--- config.mk ---
export PLATFORM = sky130hd
export DESIGN_NAME = serial_output_port
export DESIGN_NICKNAME = d
export VERILOG_FILES = /design/src/serial_out_pkg.sv /design/src/sclk_evt_if.sv /design/src/sclk_divider.sv /design/src/pin_sync.sv /design/src/serial_output_port.sv
export VERILOG_INCLUDE_DIRS = /design/src
export SDC_FILE = /design/constraint.sdc
export NUM_CORES = 1
export LEC_CHECK = 0
export BUFFER_PORTS_ARGS = -buffer_cell sky130_fd_sc_hd__buf_2
export CORE_ASPECT_RATIO = 1.25
export CORE_MARGIN = 2
export CORE_UTILIZATION = 30
export DETAILED_ROUTE_END_ITERATION = 12
export GPL_ROUTABILITY_DRIVEN = 0
export PLACE_DENSITY = 0.47
export SYNTH_ARGS = -nofsm -noshare
export SYNTH_HDL_FRONTEND = slang
export SYNTH_SLANG_ARGS = --single-unit
--- constraint.sdc ---
create_clock -name clock_i -period 7.65 [get_ports clock_i]
set_input_delay 1.53 -clock clock_i [delete_from_list [all_inputs] [get_ports clock_i]]
set_output_delay 1.53 -clock clock_i [all_outputs]
set_load 0.005 [all_outputs]
--- src/serial_out_consts.svh ---
// Constants for the framed serial output port
// Functional notes
// - Frame-end output is high during the last serial clock cycle of the slot.
// - Frame-end rises on the rising edge that shifts out the last bit.
// - Cascaded device samples frame-end on falling edge, starts next edge.
// - Word length code 00=16, 01=24, 10=32 bits, 11 disallowed.
// - Words go MSB first, left justified, fill bits at the end.
// - With 24 or 32 bit words, I and Q carry 23 bits.
// - Single-channel mode without append: A I word then A Q word.
// - Diversity mode: four words, A I, A Q, B I, B Q.
// - Append high adds one read-data word, zero when no read occurred.
// - A pending register read is appended whatever the append input says.
// - Master clock is processing clock / 2, or / (2*D) for D nonzero.
// - In cascade mode the divider is ignored and the external clock used.
// - Generated serial clock never exceeds half the processing clock.
// - Master select high drives clock and frame sync; low accepts them.
// - Command input and frame sync sampled on falling, outputs change rising.
// - Master frame sync pulses one cycle; a sampled sync starts a full slot.
// - Data output is high impedance outside the device's own slot.
`ifndef SERIAL_OUT_CONSTS_SVH
`define SERIAL_OUT_CONSTS_SVH
`define WL_SEL_16       2'b00
`define WL_SEL_24       2'b01
`define WL_SEL_32       2'b10
`define WORD_BITS_16    6'd16
`define WORD_BITS_24    6'd24
`define WORD_BITS_32    6'd32
`define SAMPLE_RES_16   6'd16
`define SAMPLE_RES_23   6'd23
`define READ_BITS       6'd16
`define WORDS_SINGLE    3'd2
`define WORDS_DIVERSITY 3'd4
`define DIV_ZERO        4'h0
`define DIV_MIN_HALF    4'h1
`endif

--- src/serial_out_pkg.sv ---
// Types shared by the serial output port modules
package serial_out_pkg;
	typedef enum logic [2:0] {
		ST_IDLE  = 3'b001,
		ST_SYNC  = 3'b010,
		ST_SHIFT = 3'b100
	} frame_state_t;
	typedef logic [1:0]  wl_sel_t;
	typedef logic [23:0] sample_t;
	typedef logic [15:0] read_word_t;
	typedef logic [31:0] serial_word_t;
endpackage

--- src/sclk_evt_if.sv ---
// Serial clock level and edge pulses between port modules
`timescale 1ns/1ps
interface sclk_evt_if;
	logic level;
	logic rise;
	logic fall;
	modport src (output level, output rise, output fall);
	modport dst (input level, input rise, input fall);
endinterface // sclk_evt_if

--- src/sclk_divider.sv ---
// Serial clock generator for bus master operation
`timescale 1ns/1ps
`include "serial_out_consts.svh"
module sclk_divider
(
	input  wire logic         clock_i,
	input  wire logic         rst_b_i,
	input  wire logic         enable_i,
	input  wire logic [3:0]   serial_clock_divider_i,
	sclk_evt_if.src           evt
);
	logic [3:0] cnt_reg;
	logic [3:0] half_next;

	// Half period in processing cycles, never below one
	assign half_next = (serial_clock_divider_i == `DIV_ZERO) ?
		`DIV_MIN_HALF : serial_clock_divider_i;

	// Toggle the serial clock every half period
	always_ff @(posedge clock_i)
	begin
		if (!rst_b_i || !enable_i)
		begin
			cnt_reg   <= 4'h0;
			evt.level <= 1'b0;
			evt.rise  <= 1'b0;
			evt.fall  <= 1'b0;
		end
		else if (cnt_reg >= half_next - 4'h1)
		begin
			cnt_reg   <= 4'h0;
			evt.level <= ~evt.level;
			evt.rise  <= ~evt.level;
			evt.fall  <= evt.level;
		end
		else
		begin
			cnt_reg  <= cnt_reg + 4'h1;
			evt.rise <= 1'b0;
			evt.fall <= 1'b0;
		end
	end

	property p_no_back_rise;
		@(posedge clock_i) disable iff (!rst_b_i)
		evt.rise |=> !evt.rise;
	endproperty
	a_no_back_rise: assert property (p_no_back_rise)
		else $error("serial clock above half processing clock");

	property p_div_half;
		@(posedge clock_i) disable iff (!rst_b_i)
		(enable_i && serial_clock_divider_i == 4'h2
			&& $stable(serial_clock_divider_i) && evt.rise)
			##1 (enable_i && serial_clock_divider_i == 4'h2)
			|-> !evt.fall ##1 evt.fall;
	endproperty
	a_div_half: assert property (p_div_half)
		else $error("divider two gives wrong half period");
endmodule // sclk_divider

--- src/pin_sync.sv ---
// Two-stage synchronisers for the port's pin inputs
`timescale 1ns/1ps
module pin_sync
(
	input  wire logic clock_i,
	input  wire logic rst_b_i,
	input  wire logic sclk_pin_i,
	input  wire logic fs_pin_i,
	input  wire logic cmd_pin_i,
	input  wire logic master_pin_i,
	output logic      fs_sync_o,
	output logic      cmd_sync_o,
	output logic      master_sync_o,
	sclk_evt_if.src   evt
);
	logic [3:0] pins;
	logic [3:0] stage1_reg;
	logic [3:0] stage2_reg;
	logic       sclk_last_reg;

	assign pins = {master_pin_i, cmd_pin_i, fs_pin_i, sclk_pin_i};

	// One two-flop chain per pin
	genvar g;
	generate
		for (g = 0; g < 4; g++)
		begin : g_sync
			always_ff @(posedge clock_i)
			begin
				if (!rst_b_i)
				begin
					stage1_reg[g] <= 1'b0;
					stage2_reg[g] <= 1'b0;
				end
				else
				begin
					stage1_reg[g] <= pins[g];
					stage2_reg[g] <= stage1_reg[g];
				end
			end
		end
	endgenerate

	// Edge detect on the synchronised serial clock
	always_ff @(posedge clock_i)
	begin
		if (!rst_b_i)
			sclk_last_reg <= 1'b0;
		else
			sclk_last_reg <= stage2_reg[0];
	end

	assign evt.level     = stage2_reg[0];
	assign evt.rise      = stage2_reg[0] & ~sclk_last_reg;
	assign evt.fall      = ~stage2_reg[0] & sclk_last_reg;
	assign fs_sync_o     = stage2_reg[1];
	assign cmd_sync_o    = stage2_reg[2];
	assign master_sync_o = stage2_reg[3];
endmodule // pin_sync

--- src/serial_output_port.sv ---
// Framed serial output port: framing, shifting, clock and sync control
`timescale 1ns/1ps
`include "serial_out_consts.svh"
module serial_output_port
(
	input  wire logic                   clock_i,
	input  wire logic                   rst_b_i,
	input  wire logic                   bus_master_sel_i,
	input  wire logic [3:0]             serial_clock_divider_i,
	input  wire serial_out_pkg::wl_sel_t word_length_sel_i,
	input  wire logic                   append_i,
	input  wire logic                   diversity_mode_i,
	input  wire logic                   sample_valid_i,
	input  wire serial_out_pkg::sample_t a_i_i,
	input  wire serial_out_pkg::sample_t a_q_i,
	input  wire serial_out_pkg::sample_t b_i_i,
	input  wire serial_out_pkg::sample_t b_q_i,
	input  wire logic                   read_req_i,
	input  wire serial_out_pkg::read_word_t read_data_i,
	input  wire logic                   sclk_i,
	output logic                        sclk_o,
	output logic                        sclk_oe_o,
	input  wire logic                   frame_sync_i,
	output logic                        frame_sync_o,
	output logic                        frame_sync_oe_o,
	input  wire logic                   serial_cmd_in_i,
	output logic                        cmd_bit_o,
	output logic                        cmd_strobe_o,
	output logic                        serial_data_out_o,
	output logic                        serial_data_oe_o,
	output logic                        frame_end_out_o
);
	import serial_out_pkg::*;

	sclk_evt_if dv_evt ();
	sclk_evt_if pin_evt ();

	logic         master;
	logic         fs_sync;
	logic         cmd_sync;
	logic         rise;
	logic         fall;
	logic         start;
	frame_state_t state_reg;
	logic         fs_out_reg;
	logic         fs_seen_reg;
	logic         data_ready_reg;
	logic         read_pending_reg;
	read_word_t   read_data_reg;
	sample_t      shadow_reg [0:3];
	sample_t      sample_in  [0:3];
	serial_word_t word_src   [0:4];
	serial_word_t frame_word_reg [0:4];
	serial_word_t append_word;
	logic         append_now;
	logic [2:0]   nwords_base;
	logic [2:0]   nwords_reg;
	logic [5:0]   wl_len;
	logic [5:0]   wl_len_reg;
	logic [5:0]   samp_res_reg;
	logic [5:0]   bit_reg;
	logic [2:0]   word_reg;
	logic         last_out_reg;
	logic [5:0]   bit_next;
	logic [2:0]   word_next;
	logic         last_next;
	logic [4:0]   bit_pos;
	logic [5:0]   valid_len;

	// Master generates its own clock, cascade follows the pin
	sclk_divider i_sclk_divider
	(
		.clock_i                (clock_i),
		.rst_b_i                (rst_b_i),
		.enable_i               (master),
		.serial_clock_divider_i (serial_clock_divider_i),
		.evt                    (dv_evt)
	);

	pin_sync i_pin_sync
	(
		.clock_i       (clock_i),
		.rst_b_i       (rst_b_i),
		.sclk_pin_i    (sclk_i),
		.fs_pin_i      (frame_sync_i),
		.cmd_pin_i     (serial_cmd_in_i),
		.master_pin_i  (bus_master_sel_i),
		.fs_sync_o     (fs_sync),
		.cmd_sync_o    (cmd_sync),
		.master_sync_o (master),
		.evt           (pin_evt)
	);

	// Edge source chosen by master select
	assign rise  = master ? dv_evt.rise : pin_evt.rise;
	assign fall  = master ? dv_evt.fall : pin_evt.fall;
	assign start = rise && fs_seen_reg;

	// Clock and sync pin drive, only as master
	always_ff @(posedge clock_i)
	begin
		if (!rst_b_i)
		begin
			sclk_o          <= 1'b0;
			sclk_oe_o       <= 1'b0;
			frame_sync_o    <= 1'b0;
			frame_sync_oe_o <= 1'b0;
		end
		else
		begin
			sclk_o          <= master & dv_evt.level;
			sclk_oe_o       <= master;
			frame_sync_o    <= fs_out_reg;
			frame_sync_oe_o <= master;
		end
	end

	// Falling-edge sampling of sync and command input
	always_ff @(posedge clock_i)
	begin
		if (!rst_b_i)
		begin
			fs_seen_reg  <= 1'b0;
			cmd_bit_o    <= 1'b0;
			cmd_strobe_o <= 1'b0;
		end
		else
		begin
			cmd_strobe_o <= fall;
			if (fall)
			begin
				fs_seen_reg <= master ? fs_out_reg : fs_sync;
				cmd_bit_o   <= cmd_sync;
			end
			else if (rise)
				fs_seen_reg <= 1'b0;
		end
	end

	// Latch new samples per channel
	assign sample_in[0] = a_i_i;
	assign sample_in[1] = a_q_i;
	assign sample_in[2] = b_i_i;
	assign sample_in[3] = b_q_i;
	genvar g;
	generate
		for (g = 0; g < 4; g++)
		begin : g_shadow
			always_ff @(posedge clock_i)
			begin
				if (!rst_b_i)
					shadow_reg[g] <= 24'h000000;
				else if (sample_valid_i)
					shadow_reg[g] <= sample_in[g];
			end
			// Left justified, fill bits zero
			assign word_src[g] = (word_length_sel_i == `WL_SEL_16) ?
				{shadow_reg[g][23:8], 16'h0000} :
				{shadow_reg[g][23:1], 9'h000};
		end
	endgenerate

	// Read word slot and frame length
	assign append_now  = append_i || read_pending_reg;
	assign append_word = read_pending_reg ?
		{read_data_reg, 16'h0000} : 32'h00000000;
	assign word_src[4] = append_word;
	assign nwords_base = diversity_mode_i ?
		`WORDS_DIVERSITY : `WORDS_SINGLE;

	// Word length decode, code 11 falls back to 16
	always_comb
	begin
		unique case (word_length_sel_i)
			`WL_SEL_24: wl_len = `WORD_BITS_24;
			`WL_SEL_32: wl_len = `WORD_BITS_32;
			default:    wl_len = `WORD_BITS_16;
		endcase
	end

	// Data-ready and pending read flags, set beats clear
	always_ff @(posedge clock_i)
	begin
		if (!rst_b_i)
		begin
			data_ready_reg   <= 1'b0;
			read_pending_reg <= 1'b0;
			read_data_reg    <= 16'h0000;
		end
		else
		begin
			if (sample_valid_i)
				data_ready_reg <= 1'b1;
			else if (rise && state_reg == ST_IDLE && master && !start)
				data_ready_reg <= 1'b0;
			if (read_req_i)
			begin
				read_pending_reg <= 1'b1;
				read_data_reg    <= read_data_i;
			end
			else if (start)
				read_pending_reg <= 1'b0;
		end
	end

	// Next shift position
	always_comb
	begin
		if (bit_reg == wl_len_reg - 6'd1)
		begin
			bit_next  = 6'd0;
			word_next = word_reg + 3'd1;
		end
		else
		begin
			bit_next  = bit_reg + 6'd1;
			word_next = word_reg;
		end
		last_next = (word_next == nwords_reg - 3'd1) &&
			(bit_next == wl_len_reg - 6'd1);
		bit_pos   = 5'(6'd31 - bit_next);
	end

	// Frame state machine and shifter
	always_ff @(posedge clock_i)
	begin
		if (!rst_b_i)
		begin
			state_reg         <= ST_IDLE;
			fs_out_reg        <= 1'b0;
			bit_reg           <= 6'd0;
			word_reg          <= 3'd0;
			last_out_reg      <= 1'b0;
			nwords_reg        <= `WORDS_SINGLE;
			wl_len_reg        <= `WORD_BITS_16;
			samp_res_reg      <= `SAMPLE_RES_16;
			serial_data_out_o <= 1'b0;
			serial_data_oe_o  <= 1'b0;
			frame_end_out_o   <= 1'b0;
			for (int i = 0; i < 5; i++)
				frame_word_reg[i] <= 32'h00000000;
		end
		else if (start)
		begin
			// Slot starts from here; a later sampled sync restarts it
			state_reg    <= ST_SHIFT;
			fs_out_reg   <= 1'b0;
			for (int i = 0; i < 5; i++)
				frame_word_reg[i] <= word_src[i];
			if (!diversity_mode_i)
				frame_word_reg[2] <= append_word;
			nwords_reg   <= nwords_base + {2'b00, append_now};
			wl_len_reg   <= wl_len;
			samp_res_reg <= (wl_len == `WORD_BITS_16) ?
				`SAMPLE_RES_16 : `SAMPLE_RES_23;
			bit_reg      <= 6'd0;
			word_reg     <= 3'd0;
			last_out_reg <= 1'b0;
			serial_data_out_o <= word_src[0][31];
			serial_data_oe_o  <= 1'b1;
			frame_end_out_o   <= 1'b0;
		end
		else if (rise)
		begin
			unique case (state_reg)
				ST_IDLE:
					if (master && data_ready_reg)
					begin
						fs_out_reg <= 1'b1;
						state_reg  <= ST_SYNC;
					end
				ST_SYNC:
				begin
					fs_out_reg <= 1'b0;
					state_reg  <= ST_IDLE;
				end
				ST_SHIFT:
					if (last_out_reg)
					begin
						state_reg         <= ST_IDLE;
						serial_data_out_o <= 1'b0;
						serial_data_oe_o  <= 1'b0;
						frame_end_out_o   <= 1'b0;
					end
					else
					begin
						bit_reg      <= bit_next;
						word_reg     <= word_next;
						last_out_reg <= last_next;
						serial_data_out_o <=
							frame_word_reg[word_next][bit_pos];
						frame_end_out_o <= last_next;
					end
			endcase
		end
	end

	// Valid bit count of the word now on the pin
	assign valid_len = (word_reg < nwords_base) ? samp_res_reg : `READ_BITS;

	property p_fe_in_slot;
		@(posedge clock_i) disable iff (!rst_b_i)
		frame_end_out_o |-> serial_data_oe_o && last_out_reg;
	endproperty
	a_fe_in_slot: assert property (p_fe_in_slot)
		else $error("frame end outside last bit");

	property p_fe_drops;
		@(posedge clock_i) disable iff (!rst_b_i)
		(frame_end_out_o && rise && !start) |=> !frame_end_out_o;
	endproperty
	a_fe_drops: assert property (p_fe_drops)
		else $error("frame end longer than one serial cycle");

	property p_fe_on_rise;
		@(posedge clock_i) disable iff (!rst_b_i)
		$rose(frame_end_out_o) |-> $past(rise) && last_out_reg;
	endproperty
	a_fe_on_rise: assert property (p_fe_on_rise)
		else $error("frame end not raised with last bit");

	property p_idle_hiz;
		@(posedge clock_i) disable iff (!rst_b_i)
		(state_reg != ST_SHIFT) |-> !serial_data_oe_o;
	endproperty
	a_idle_hiz: assert property (p_idle_hiz)
		else $error("data driven outside slot");

	property p_slave_pins;
		@(posedge clock_i) disable iff (!rst_b_i)
		!master |=> !sclk_oe_o && !frame_sync_oe_o;
	endproperty
	a_slave_pins: assert property (p_slave_pins)
		else $error("cascade mode drives clock or sync");

	property p_fs_one_cycle;
		@(posedge clock_i) disable iff (!rst_b_i)
		(fs_out_reg && rise) |=> !fs_out_reg;
	endproperty
	a_fs_one_cycle: assert property (p_fs_one_cycle)
		else $error("frame sync held past one serial cycle");

	property p_fill_zero;
		@(posedge clock_i) disable iff (!rst_b_i)
		(state_reg == ST_SHIFT && serial_data_oe_o && bit_reg >= valid_len)
			|-> !serial_data_out_o;
	endproperty
	a_fill_zero: assert property (p_fill_zero)
		else $error("fill bit not zero");

	property p_frame_len;
		@(posedge clock_i) disable iff (!rst_b_i)
		start |=> nwords_reg == nwords_base + {2'b00, $past(append_now)};
	endproperty
	a_frame_len: assert property (p_frame_len)
		else $error("wrong words per frame");
endmodule // serial_output_port

# [Word level (Yosys, flattened, before mapping)]
# Memory sizes are Yosys's and may differ from the RTL's.
# Cells that the tools add are included.
[word_totals] ram_bits=256 mem_count=2 ff_bits=66 out_inout_bits=9
[memory_table] memory="frame_word_reg" words=5 word_bits=32 rd=1 rd_clocked_by_memory_dff=0 wr=5 line="serial_output_port.sv:53" text="serial_word_t frame_word_reg [0:4];"
[memory_table] memory="shadow_reg" words=4 word_bits=24 rd=4 rd_clocked_by_memory_dff=0 wr=4 line="serial_output_port.sv:50" text="sample_t shadow_reg [0:3];"
[classes] bitwise_logic=19 eq_ne=12 magnitude_cmp=2 muxes=59 n_addsub=8 reduce_logical=30
[op_table] op="$mux 32" n=7
[op_table] op="$mux 24" n=4
[op_table] op="$mux 16" n=4
[op_table] op="$mux 1" n=32
[op_table] op="$mux 3" n=6
[op_table] op="$reduce_and 3->1" n=5
[op_table] op="$reduce_bool 2->1" n=7
[op_table] op="$eq 6x6->1" n=2
[op_table] op="$pmux 6 s2" n=1
[op_table] op="$or 1x1->1" n=10
[op_table] op="$pmux 3 s3" n=1
[op_table] op="$add 6x1->6 const B" n=1
[op_table] op="$logic_and 1x1->1" n=6
[op_table] op="$lt 5x6->1 const B" n=1
[op_table] op="$mux 6" n=1
[op_table] op="$not 1->1" n=6
[op_table] op="$reduce_or 2->1" n=3
[op_table] op="$sub 6x1->6 const B" n=1
[op_table] op="$bmux 1 s5" n=1
[op_table] op="$sub 5x5->5 const A" n=1
[op_table] op="$add 4x1->4 const B" n=1
[op_table] op="$ge 4x4->1" n=1
[op_table] op="$logic_not 4->1" n=1
[op_table] op="$mux 4" n=1
[op_table] op="20 further kinds" n=26

# [Depth between registers and ports, before layout]
# Gate-level depths: netlist (run 1).
[logic_depth] depth_word=10 ltp_mapped=13

# [Cells and area by module]
# From an unflattened synthesis (run 1), not the netlist that was laid out.
[unflattened] cells_unflattened=903 area_unflattened_um2=11387.2
[by_module_without_submodules] mod="serial_output_port" seq_area_each_um2=6876.6 area_per_inst_um2=10777.8 cells_each=845 instances=1
[by_module_without_submodules] mod="sclk_divider" seq_area_each_um2=140.1 area_per_inst_um2=360.3 cells_each=38 instances=1
[by_module_without_submodules] mod="pin_sync" seq_area_each_um2=180.2 area_per_inst_um2=249.0 cells_each=20 instances=1

# [Least setup slack after synthesis (run 1)]
# OpenSTA, ideal clock, no wires.
[synth_path] path_type="input -> register" startpoint="input rst_b_i" endpoint="memory frame_word_reg[0][10] (netlist bit) (enable)" path_slack_ns=2.543 stages=5 arrival_ns=4.624 t_required_ns=7.167 setup_time_ns=0.483 path_buffers=3 cell_sequence="clkbuf_1 and2_1 clkbuf_1 inv_1 buf_1"
[synth_rtl] element="start: declaration" line="serial_output_port.sv:7" text="input wire logic rst_b_i,"
[synth_rtl] element="end: declaration" line="serial_output_port.sv:53"

==> results of run 1 <==
-- cell usage after synthesis (all sizes together) (4+ instances only) --
library cell    n  area share (%)
a2111oi         5            0.63
a211oi          8            0.50
a21boi          5            0.32
a21oi          23            0.97
a22oi          26             1.6
a31oi           6            0.32
and2           39             2.1
and3          160             8.4
buf            19            0.94
clkbuf         62             2.0
dfxtp          70              12
edfxtp        193              49
ha             11             1.2
inv            17            0.54
mux2           11             1.0
mux2i          31             2.6
mux4           12             2.3
nand2          34             1.1
nand2b          7            0.37
nand3          13            0.55
nor2           62             2.0
nor2b          28             1.5
nor3           13            0.55
nor3b           5            0.32
o211ai          7            0.44
o21ai           9            0.38
o221ai          4            0.29
o31ai           7            0.48
o32ai           5            0.37
or3             8            0.42
xnor2          16             1.4
xor2            9            0.66
-- metal layers --
layer / routed length [um] / vias up
li1: - / 3802
met4: 793 / 2
met5: 13 / -
met1: 12800 / 3768
met2: 15200 / 158
met3: 1130 / 45
-- cell type report --
type	instances	area, um^2	area share (%)
sequential	263	7200	52.0
multi-input combinational	607	4310	31.1
timing repair buffer	146	768	5.55
clock buffer	35	716	5.17
tap	498	623	4.50
clock inverter	13	171	1.24
inverter	18	68.8	0.497
-- worst max-delay path: cells and delay by family (launching register included) --
kind                   cells  cell delay (ns)
DFF                        1             0.49
AOI/OAI and AO/OA          1             0.66
buffers and inverters      2             1.17
and+or+nand+nor            3             1.13
-- how the worst min path moves through the flow --
| stage | startpoint | endpoint | cells after the start | slack (ns) |
|---|---|---|---|---|
| after floorplan | i_pin_sync.stage1_reg[2] | i_pin_sync.cmd_sync_o | 1 | 0.41 |
| final | i_pin_sync.stage1_reg[2] | i_pin_sync.cmd_sync_o | 1 | 0.43 |
| after global placement | i_pin_sync.stage1_reg[2] | i_pin_sync.cmd_sync_o | 1 | 0.41 |
| after detailed placement | i_pin_sync.stage1_reg[2] | i_pin_sync.cmd_sync_o | 1 | 0.42 |
| after global routing | i_pin_sync.stage1_reg[2] | i_pin_sync.cmd_sync_o | 1 | 0.45 |
| after CTS | i_pin_sync.stage1_reg[2] | i_pin_sync.cmd_sync_o | 1 | 0.44 |
-- power by group through the flow --
stage,clock (W),combinational (W),sequential [W]
after floorplan,0,0.0000797,0.00164
after global placement,0,0.000135,0.00166
after detailed placement,0,0.000137,0.00166
after CTS,0.00137,0.000138,0.00163
after global routing,0.00142,0.000150,0.00163
final,0.00133,0.000134,0.00163
-- kinds of logic (layout without fill, tap and decap cells) --
group / Yosys count / in the layout / synth area share [%]
AOI/OAI and AO/OA: 133 / 133 / 8.42
xor gates and xnor gates: 27 / 27 / 2.43
adders and majority gates: 11 / 11 / 1.16
buffers and inverters: 99 / 212 / 3.46
DFF: 263 / 263 / 60.5
muxes: 54 / 54 / 5.92
and+or+nand+nor: 382 / 382 / 18.1
-- metrics by stage --
| step | total power [W] | hold slack (ns) | instances |
|---|---|---|---|
| after floorplan | 0.00172 | 0.412 | 969 |
| after global placement | 0.00180 | 0.415 | 1532 |
| after detailed placement | 0.00180 | 0.423 | 1532 |
| after CTS | 0.00314 | 0.437 | 1580 |
| after global routing | 0.00321 | 0.453 | 1580 |
| final | 0.00310 | 0.433 | 1580 |
==> results.sh, run 1 <==
export IMPL_overflow=0
export IMPL_drive_gt1_share_pct=20.5
export IMPL_criticalPathCategory="reg2reg"
export IMPL_cp_slowest_cell="a21oi_1"
export IMPL_clock_latency_ns=0.55
export IMPL_row_count=81
export IMPL_fin_nets=1202
export IMPL_ios=137
export IMPL_root_buffer="clkbuf_16"
export IMPL_numPortBuffers=132
export IMPL_path_cells="nor3b_1 -> a21oi_1 -> nand2b_1 -> and2_1 -> clkinv_2 -> buf_4"
export IMPL_final_util_pct=35.4
export IMPL_initial_core_util_pct=30.4
export IMPL_num_antenna_cells=0
export IMPL_core_um2=39100
export IMPL_die_x_um=182
export IMPL_swShare_pct=20.9
export IMPL_htree_levels=1
export IMPL_clkPwrFrac_pct=43.1
export IMPL_via_per_inst=4.92
export IMPL_async_reset_ff_share_pct=0
export IMPL_path_max_fanout=69
export IMPL_endpoint="frame_word_reg[1][12]"
export IMPL_p_comb_share_pct=4.3
export IMPL_area_growth_pct=16.4
export IMPL_cts_buffer_depth=3
export IMPL_cts_repair_resize_count=0
export IMPL_worst_path_largest_cell_delay_ns=0.66
export IMPL_drt_iter0_markers=494
export IMPL_place_ws_ns=3.74
export IMPL_grt_busiest_layer="met2"
export IMPL_vias=7775
export IMPL_min_period_ns=3.89
export IMPL_r2r_start="i_pin_sync.master_sync_o"
export IMPL_use_met2_pct=25.6
export IMPL_largest_reg_flops=108
export IMPL_crit_arrival_ns=4.06
export IMPL_setup_viol=0
export IMPL_reg2reg_slack_ns=3.76
export IMPL_fin_crit_sh_pct=50.9
export IMPL_synth_edf_count=193
export IMPL_endpoint_kind="flop"
export IMPL_grt_max_degree=95
export IMPL_drc_errors=0
export IMPL_ant_nets=0
export IMPL_fin_skew_ns=0.0234
export IMPL_ctsHoldBuffers=0
export IMPL_wl_mm=30.0
export IMPL_internal_power_w=0.00245
export IMPL_finalSetupTns_ns=0
export IMPL_clk_pin_slew_ns=0.06
export IMPL_power_switching_w=0.000649
export IMPL_numClockSinks=263
export IMPL_layout_common_cells="edfxtp_1, and3_1, buf_2, dfxtp_1, nor2_1"
export IMPL_syn_nets=1108
export IMPL_ys_ff_latch=263
export IMPL_cts_setup_buffers=0
export IMPL_ys_warn_count=0
export IMPL_status="completed"
export IMPL_required_ns=7.82
export IMPL_grt_pass1_wl_mm=45.6
export IMPL_nFillCells=3919
export IMPL_syn_cell_area_um2=11900
export IMPL_routedWlPerCell_um=19.0
export IMPL_dp_hpwl_mm=20.4
export IMPL_syn_inst=969
export IMPL_hold_path_class="reg2reg"
export IMPL_worstMarginPinSlew_ns=1.05
export IMPL_synth_main_ff_cell="edfxtp_1"
export IMPL_cts_tree="built"
export IMPL_rsz0062_at_grt="no"
export IMPL_die_area_um2=41300
export IMPL_clock_fmax_mhz=257
export IMPL_rr_worst_depth=6
export IMPL_gr_usage_all_layers_pct=14.4
export IMPL_slew_headroom_pct=29.7
export IMPL_layout_setup_ws_ns=3.76
export IMPL_p_leak_nw=5.68
export IMPL_final_common_cell="edfxtp_1"
export IMPL_fin_area_um2=13900
export IMPL_hold_viol=0
export IMPL_p_seq_share_pct=52.6
export IMPL_r2r_end="frame_word_reg[1][12]"
export IMPL_ir_drop_uv=144
export IMPL_die_h_um=227
export IMPL_first_pass_iters=7
export IMPL_numCtsBuffers=27
export IMPL_use_met1_pct=18.1
export IMPL_crit_start="i_pin_sync.master_sync_o"
export IMPL_first_global_vias=7718
export IMPL_synth_distinct_cells=70
export IMPL_detailed_place_area_um2=13000
export IMPL_use_met3_pct=1.96
export IMPL_slew_violations=0
export IMPL_power_density_nw_per_um2=224
export IMPL_syn_avg_cell_area_um2=12.3
export IMPL_timing_max_cap_violations=0
export IMPL_antenna_found_initial=1
export IMPL_crit_path_start_kind="flop"
export IMPL_ys_seq_area_share_pct=60.5
Power figures use the tool's default switching activity.
==> inputs of run 2 (changes only) <==
==> constraint.sdc (replaced) <==
create_clock -name clock_i -period 3.85 [get_ports clock_i]
set_input_delay 0.77 -clock clock_i [delete_from_list [all_inputs] [get_ports clock_i]]
set_output_delay 0.77 -clock clock_i [all_outputs]
set_load 0.005 [all_outputs]
==> results.sh, run 2 (synthesis results as in run 1) <==
export IMPL_initial_core_util_pct=30.4
export IMPL_routedWlPerCell_um=18.8
export IMPL_root_buffer="clkbuf_16"
export IMPL_die_x_um=182
export IMPL_antenna_found_initial=0
export IMPL_drt_iter0_markers=484
export IMPL_clkPwrFrac_pct=42.4
export IMPL_p_seq_share_pct=53.2
export IMPL_dp_cells=1550
export IMPL_clk_pin_slew_ns=0.06
export IMPL_num_antenna_cells=0
export IMPL_timing_max_cap_violations=0
export IMPL_p_leak_nw=5.76
export IMPL_final_common_cell="edfxtp_1"
export IMPL_slew_violations=0
export IMPL_first_pass_iters=7
export IMPL_fin_skew_ns=0.0123
export IMPL_via_per_inst=4.91
export IMPL_grt_max_degree=94
export IMPL_numPortBuffers=132
export IMPL_slew_headroom_pct=32.1
export IMPL_drive_gt1_share_pct=21.8
export IMPL_wl_mm=30.1
export IMPL_clock_fmax_mhz=311
export IMPL_core_um2=39100
export IMPL_endpoint_kind="flop"
export IMPL_row_count=81
export IMPL_power_w=0.00609
export IMPL_power_switching_w=0.00129
export IMPL_first_global_vias=7789
export IMPL_final_cells=1598
export IMPL_p_comb_share_pct=4.4
export IMPL_die_area_um2=41300
export IMPL_setup_viol=0
export IMPL_layout_common_cells="edfxtp_1, and3_1, buf_2, dfxtp_1, nor2_1"
export IMPL_largest_reg_flops=108
export IMPL_drc_errors=0
export IMPL_required_ns=4.29
export IMPL_cts_repair_resize_count=0
export IMPL_die_h_um=227
export IMPL_min_period_ns=3.22
export IMPL_ant_nets=0
export IMPL_crit_path_start_kind="flop"
export IMPL_clock_latency_ns=0.55
export IMPL_ir_drop_uv=312
export IMPL_numCtsBuffers=28
export IMPL_finalSetupTns_ns=0
export IMPL_worstMarginPinSlew_ns=1.02
export IMPL_path_max_fanout=7
export IMPL_internal_power_w=0.00480
export IMPL_ctsHoldBuffers=0
export IMPL_hold_path_class="in2reg"
export IMPL_r2r_start="wl_len_reg[3]"
export IMPL_grt_pass1_wl_mm=46.0
export IMPL_hold_viol=0
export IMPL_min_from="serial_cmd_in_i"
export IMPL_overflow=0
export IMPL_cts_tree="built"
export IMPL_fin_nets=1221
export IMPL_fin_crit_sh_pct=83.6
export IMPL_htree_levels=1
export IMPL_power_density_nw_per_um2=435
export IMPL_area_growth_pct=17.7
export IMPL_dp_hpwl_mm=21.2
export IMPL_ios=137
export IMPL_rsz0062_at_grt="no"
export IMPL_numClockSinks=263
export IMPL_crit_start="wl_len_reg[3]"
export IMPL_criticalPathCategory="reg2reg"
export IMPL_crit_arrival_ns=3.65
export IMPL_status="completed"
export IMPL_cts_buffer_depth=3
export IMPL_gr_usage_all_layers_pct=14.6
export IMPL_swShare_pct=21.2
export IMPL_cts_setup_buffers=0
export IMPL_vias=7853
==> run 2: cell types whose count changed in the layout (fill, tap and decap cells not counted), sizes merged <==
cell      before  now
bufinv         4    2
clkinvlp       1    2
clkbuf        35   36
buf          146  164
==> run 2: routing by layer <==
layer / global-route usage, % / wire length, um / vias to the layer above
met4: 5.10 / 847 / 0
met3: 1.75 / 949 / 43
li1: - / - / 3845
met2: 26.0 / 15300 / 144
met1: 18.2 / 12900 / 3821
met5: 0 / 0 / -
==> run 2: through the flow <==
stage          hold WS (ns)  util, %  area [um^2]  setup WS (ns)
2_1_floorplan         0.412        -        11900          0.107
3_3_place_gp          0.415     33.6        13100          0.674
3_5_place_dp          0.422     33.6        13100          0.634
4_1_cts               0.397     35.8        14000          0.619
5_1_grt               0.418     35.8        14000          0.373
6_report              0.426     35.8        14000          0.632
==> run 2: critical path, cell delays in order, from the launching register on <==
cell and delay, ns:
dfxtp_1 0.47, inv_1 0.10, ha_1 0.40, xnor2_2 0.23
nor4_4 0.46, xnor2_2 0.25, mux4_2 0.57, a2111oi_2 0.40
a2111o_1 0.16, o31ai_2 0.07
==> run 2: path summary, 6_finish.rpt <==
path                                   end  slack, ns  cells after the start
setup / recovery         serial_data_out_o       0.63                      9
hold / removal    i_pin_sync.stage1_reg[2]       0.43                      2
setup reg to reg         serial_data_out_o       0.63                      9
hold reg to reg   i_pin_sync.master_sync_o       0.43                      1
==> run 2: area by class of cell <==
| class | instances | area (um^2) |
|---|---|---|
| Clock buffer | 36 | 752 |
| Clock inverter | 12 | 115 |
| Fill cell | 3888 | 25100 |
| Inverter | 18 | 68.8 |
| Multi-Input combinational cell | 607 | 4310 |
| Sequential cell | 263 | 7200 |
| Tap cell | 498 | 623 |
| Timing Repair Buffer | 164 | 941 |
==> run 2: power groups by stage <==
| stage | Clock (W) | Combinational, W | Sequential [W] |
|---|---|---|---|
| 4_1_cts | 0.00266 | 0.000277 | 0.00324 |
| 6_report | 0.00258 | 0.000269 | 0.00324 |
| 3_3_place_gp | 0 | 0.000272 | 0.00330 |
| 5_1_grt | 0.00277 | 0.000303 | 0.00325 |
| 2_1_floorplan | 0 | 0.000159 | 0.00326 |
| 3_5_place_dp | 0 | 0.000276 | 0.00330 |
==> inputs of run 3 (changes only) <==
--- a/config.mk
+++ b/config.mk
@@ -12,7 +12,7 @@
 export CORE_UTILIZATION = 30
 export DETAILED_ROUTE_END_ITERATION = 12
 export GPL_ROUTABILITY_DRIVEN = 0
-export PLACE_DENSITY = 0.47
+export PLACE_DENSITY = 0.48
 export SYNTH_ARGS = -nofsm -noshare
 export SYNTH_HDL_FRONTEND = slang
 export SYNTH_SLANG_ARGS = --single-unit
==> constraint.sdc (replaced) <==
create_clock -name clock_i -period 2.8 [get_ports clock_i]
set_input_delay 0.56 -clock clock_i [delete_from_list [all_inputs] [get_ports clock_i]]
set_output_delay 0.56 -clock clock_i [all_outputs]
set_load 0.005 [all_outputs]
==> results.sh, run 3 (synthesis results as in run 1) <==
export IMPL_power_w=0.00835
export IMPL_cts_tree="built"
export IMPL_timing_max_cap_violations=0
export IMPL_core_um2=39100
export IMPL_reg2reg_slack_ns=0.08
export IMPL_ant_nets=0
export IMPL_antenna_found_initial=0
export IMPL_clock_latency_ns=0.55
export IMPL_final_cells=1623
export IMPL_setup_viol=0
export IMPL_drive_gt1_share_pct=24.3
export IMPL_slew_violations=0
export IMPL_nFillCells=3929
export IMPL_worstMarginPinSlew_ns=0.927
export IMPL_numCtsBuffers=28
export IMPL_overflow=0
export IMPL_dp_cells=1570
export IMPL_largest_reg_flops=108
export IMPL_hold_path_class="in2reg"
export IMPL_die_h_um=227
export IMPL_power_density_nw_per_um2=586
export IMPL_first_global_vias=7929
export IMPL_routedWlPerCell_um=18.7
export IMPL_initial_core_util_pct=30.4
export IMPL_final_util_pct=36.4
export IMPL_path_max_fanout=22
export IMPL_crit_path_start_kind="flop"
export IMPL_row_count=81
export IMPL_grt_pass1_wl_mm=46.2
export IMPL_slew_headroom_pct=38.2
export IMPL_final_common_cell="edfxtp_1"
export IMPL_crit_arrival_ns=3.19
export IMPL_via_per_inst=4.90
export IMPL_die_x_um=182
export IMPL_crit_start="wl_len_reg[3]"
export IMPL_rsz0062_at_grt="yes"
export IMPL_clock_fmax_mhz=368
export IMPL_grt_max_degree=93
export IMPL_root_buffer="clkbuf_16"
export IMPL_gr_usage_all_layers_pct=14.6
export IMPL_r2r_start="wl_len_reg[3]"
export IMPL_timing_hold_ws_ns=0.223
export IMPL_first_pass_iters=7
export IMPL_drt_iter0_markers=598
export IMPL_ios=137
export IMPL_worstHoldPathCells=2
export IMPL_drc_errors=0
export IMPL_criticalPathCategory="reg2reg"
export IMPL_status="completed"
export IMPL_wl_mm=30.4
export IMPL_multi_input_area_um2=4350
export IMPL_hold_viol=0
export IMPL_num_antenna_cells=0
export IMPL_rr_worst_depth=11
export IMPL_fin_skew_ns=0.0122
export IMPL_area_growth_pct=19.7
export IMPL_numClockSinks=263
export IMPL_finalSetupTns_ns=0
export IMPL_r2r_end="serial_data_out_o"
export IMPL_endpoint_kind="flop"
export IMPL_numPortBuffers=132
export IMPL_ir_drop_uv=391
export IMPL_layout_common_cells="edfxtp_1, and3_1, buf_2, dfxtp_1, nor2_1"
export IMPL_p_leak_nw=5.89
export IMPL_die_area_um2=41300
export IMPL_register_area_um2=7200
export IMPL_vias=7950
export IMPL_min_period_ns=2.72
export IMPL_cts_buffer_depth=3
export IMPL_endpoint="serial_data_out_o"
export IMPL_dp_hpwl_mm=21.5
export IMPL_required_ns=3.27
export IMPL_fin_nets=1242
export IMPL_fin_crit_sh_pct=97.0
export IMPL_clk_pin_slew_ns=0.06
export IMPL_htree_levels=1
-- run 3: changes by cell type in the layout (fill, tap and decap cells not counted), sizes merged --
cell	change
clkbuf	-2
bufinv	-2
clkinvlp	+2
clkinv	+6
buf	+21
-- run 3: routing by layer --
metal	wire length, um	global-route usage (%)
met5	0	0
met4	467	3.54
met3	980	1.83
met2	16200	27.2
met1	12800	17.8
-- run 3: timing repair --
item                       4_1_cts  5_1_grt
buffers inserted                 1        0
setup endpoints to repair        1        3
pin swaps                        1        0
hold buffers                     0        0
resized for setup                1        7
-- run 3: area by class of cell --
type	instances	area share, %
Clock buffer	34	5.44
Clock inverter	18	0.738
Inverter	18	0.483
Multi-Input combinational cell	607	30.6
Sequential cell	263	50.5
Tap cell	498	4.38
Timing Repair Buffer	185	7.85
-- run 3: how the worst min path moves through the flow --
stage                              from                  endpoint  slack [ns]
2_1_floorplan  i_pin_sync.stage1_reg[2]     i_pin_sync.cmd_sync_o        0.41
3_3_place_gp   i_pin_sync.stage1_reg[2]     i_pin_sync.cmd_sync_o        0.41
3_5_place_dp   i_pin_sync.stage1_reg[1]      i_pin_sync.fs_sync_o        0.42
4_1_cts                bus_master_sel_i  i_pin_sync.stage1_reg[3]        0.20
5_1_grt                 serial_cmd_in_i  i_pin_sync.stage1_reg[2]        0.22
6_report                serial_cmd_in_i  i_pin_sync.stage1_reg[2]        0.22
-- run 3: worst max-delay path, cell delays in order (launching register included) --
cell and delay (ns):
dfxtp_1 0.33, inv_1 0.06, ha_2 0.32, xnor2_4 0.23, nor4_4 0.05, buf_4 0.17, buf_8 0.16, or4_1 0.46
a21oi_1 0.24, a2111oi_4 0.09, a2111o_1 0.31, o31ai_2 0.21
-- run 3: power by group --
group | leakage [nW] | total (W) | switching, W | internal, W
logic | 2.86 | 0.000371 | 0.000210 | 0.000162
registers | 2.60 | 0.00445 | 0.0000820 | 0.00437
clock network | 0.430 | 0.00353 | 0.00156 | 0.00197
-- run 3: per-stage QoR --
step           area [um^2]  setup slack (ns)
3_5_place_dp         13300           -0.0675
5_1_grt              14200           -0.0394
2_1_floorplan        11900            0.0478
6_report             14200            0.0842
4_1_cts              14200            0.0426
3_3_place_gp         13300           -0.0431
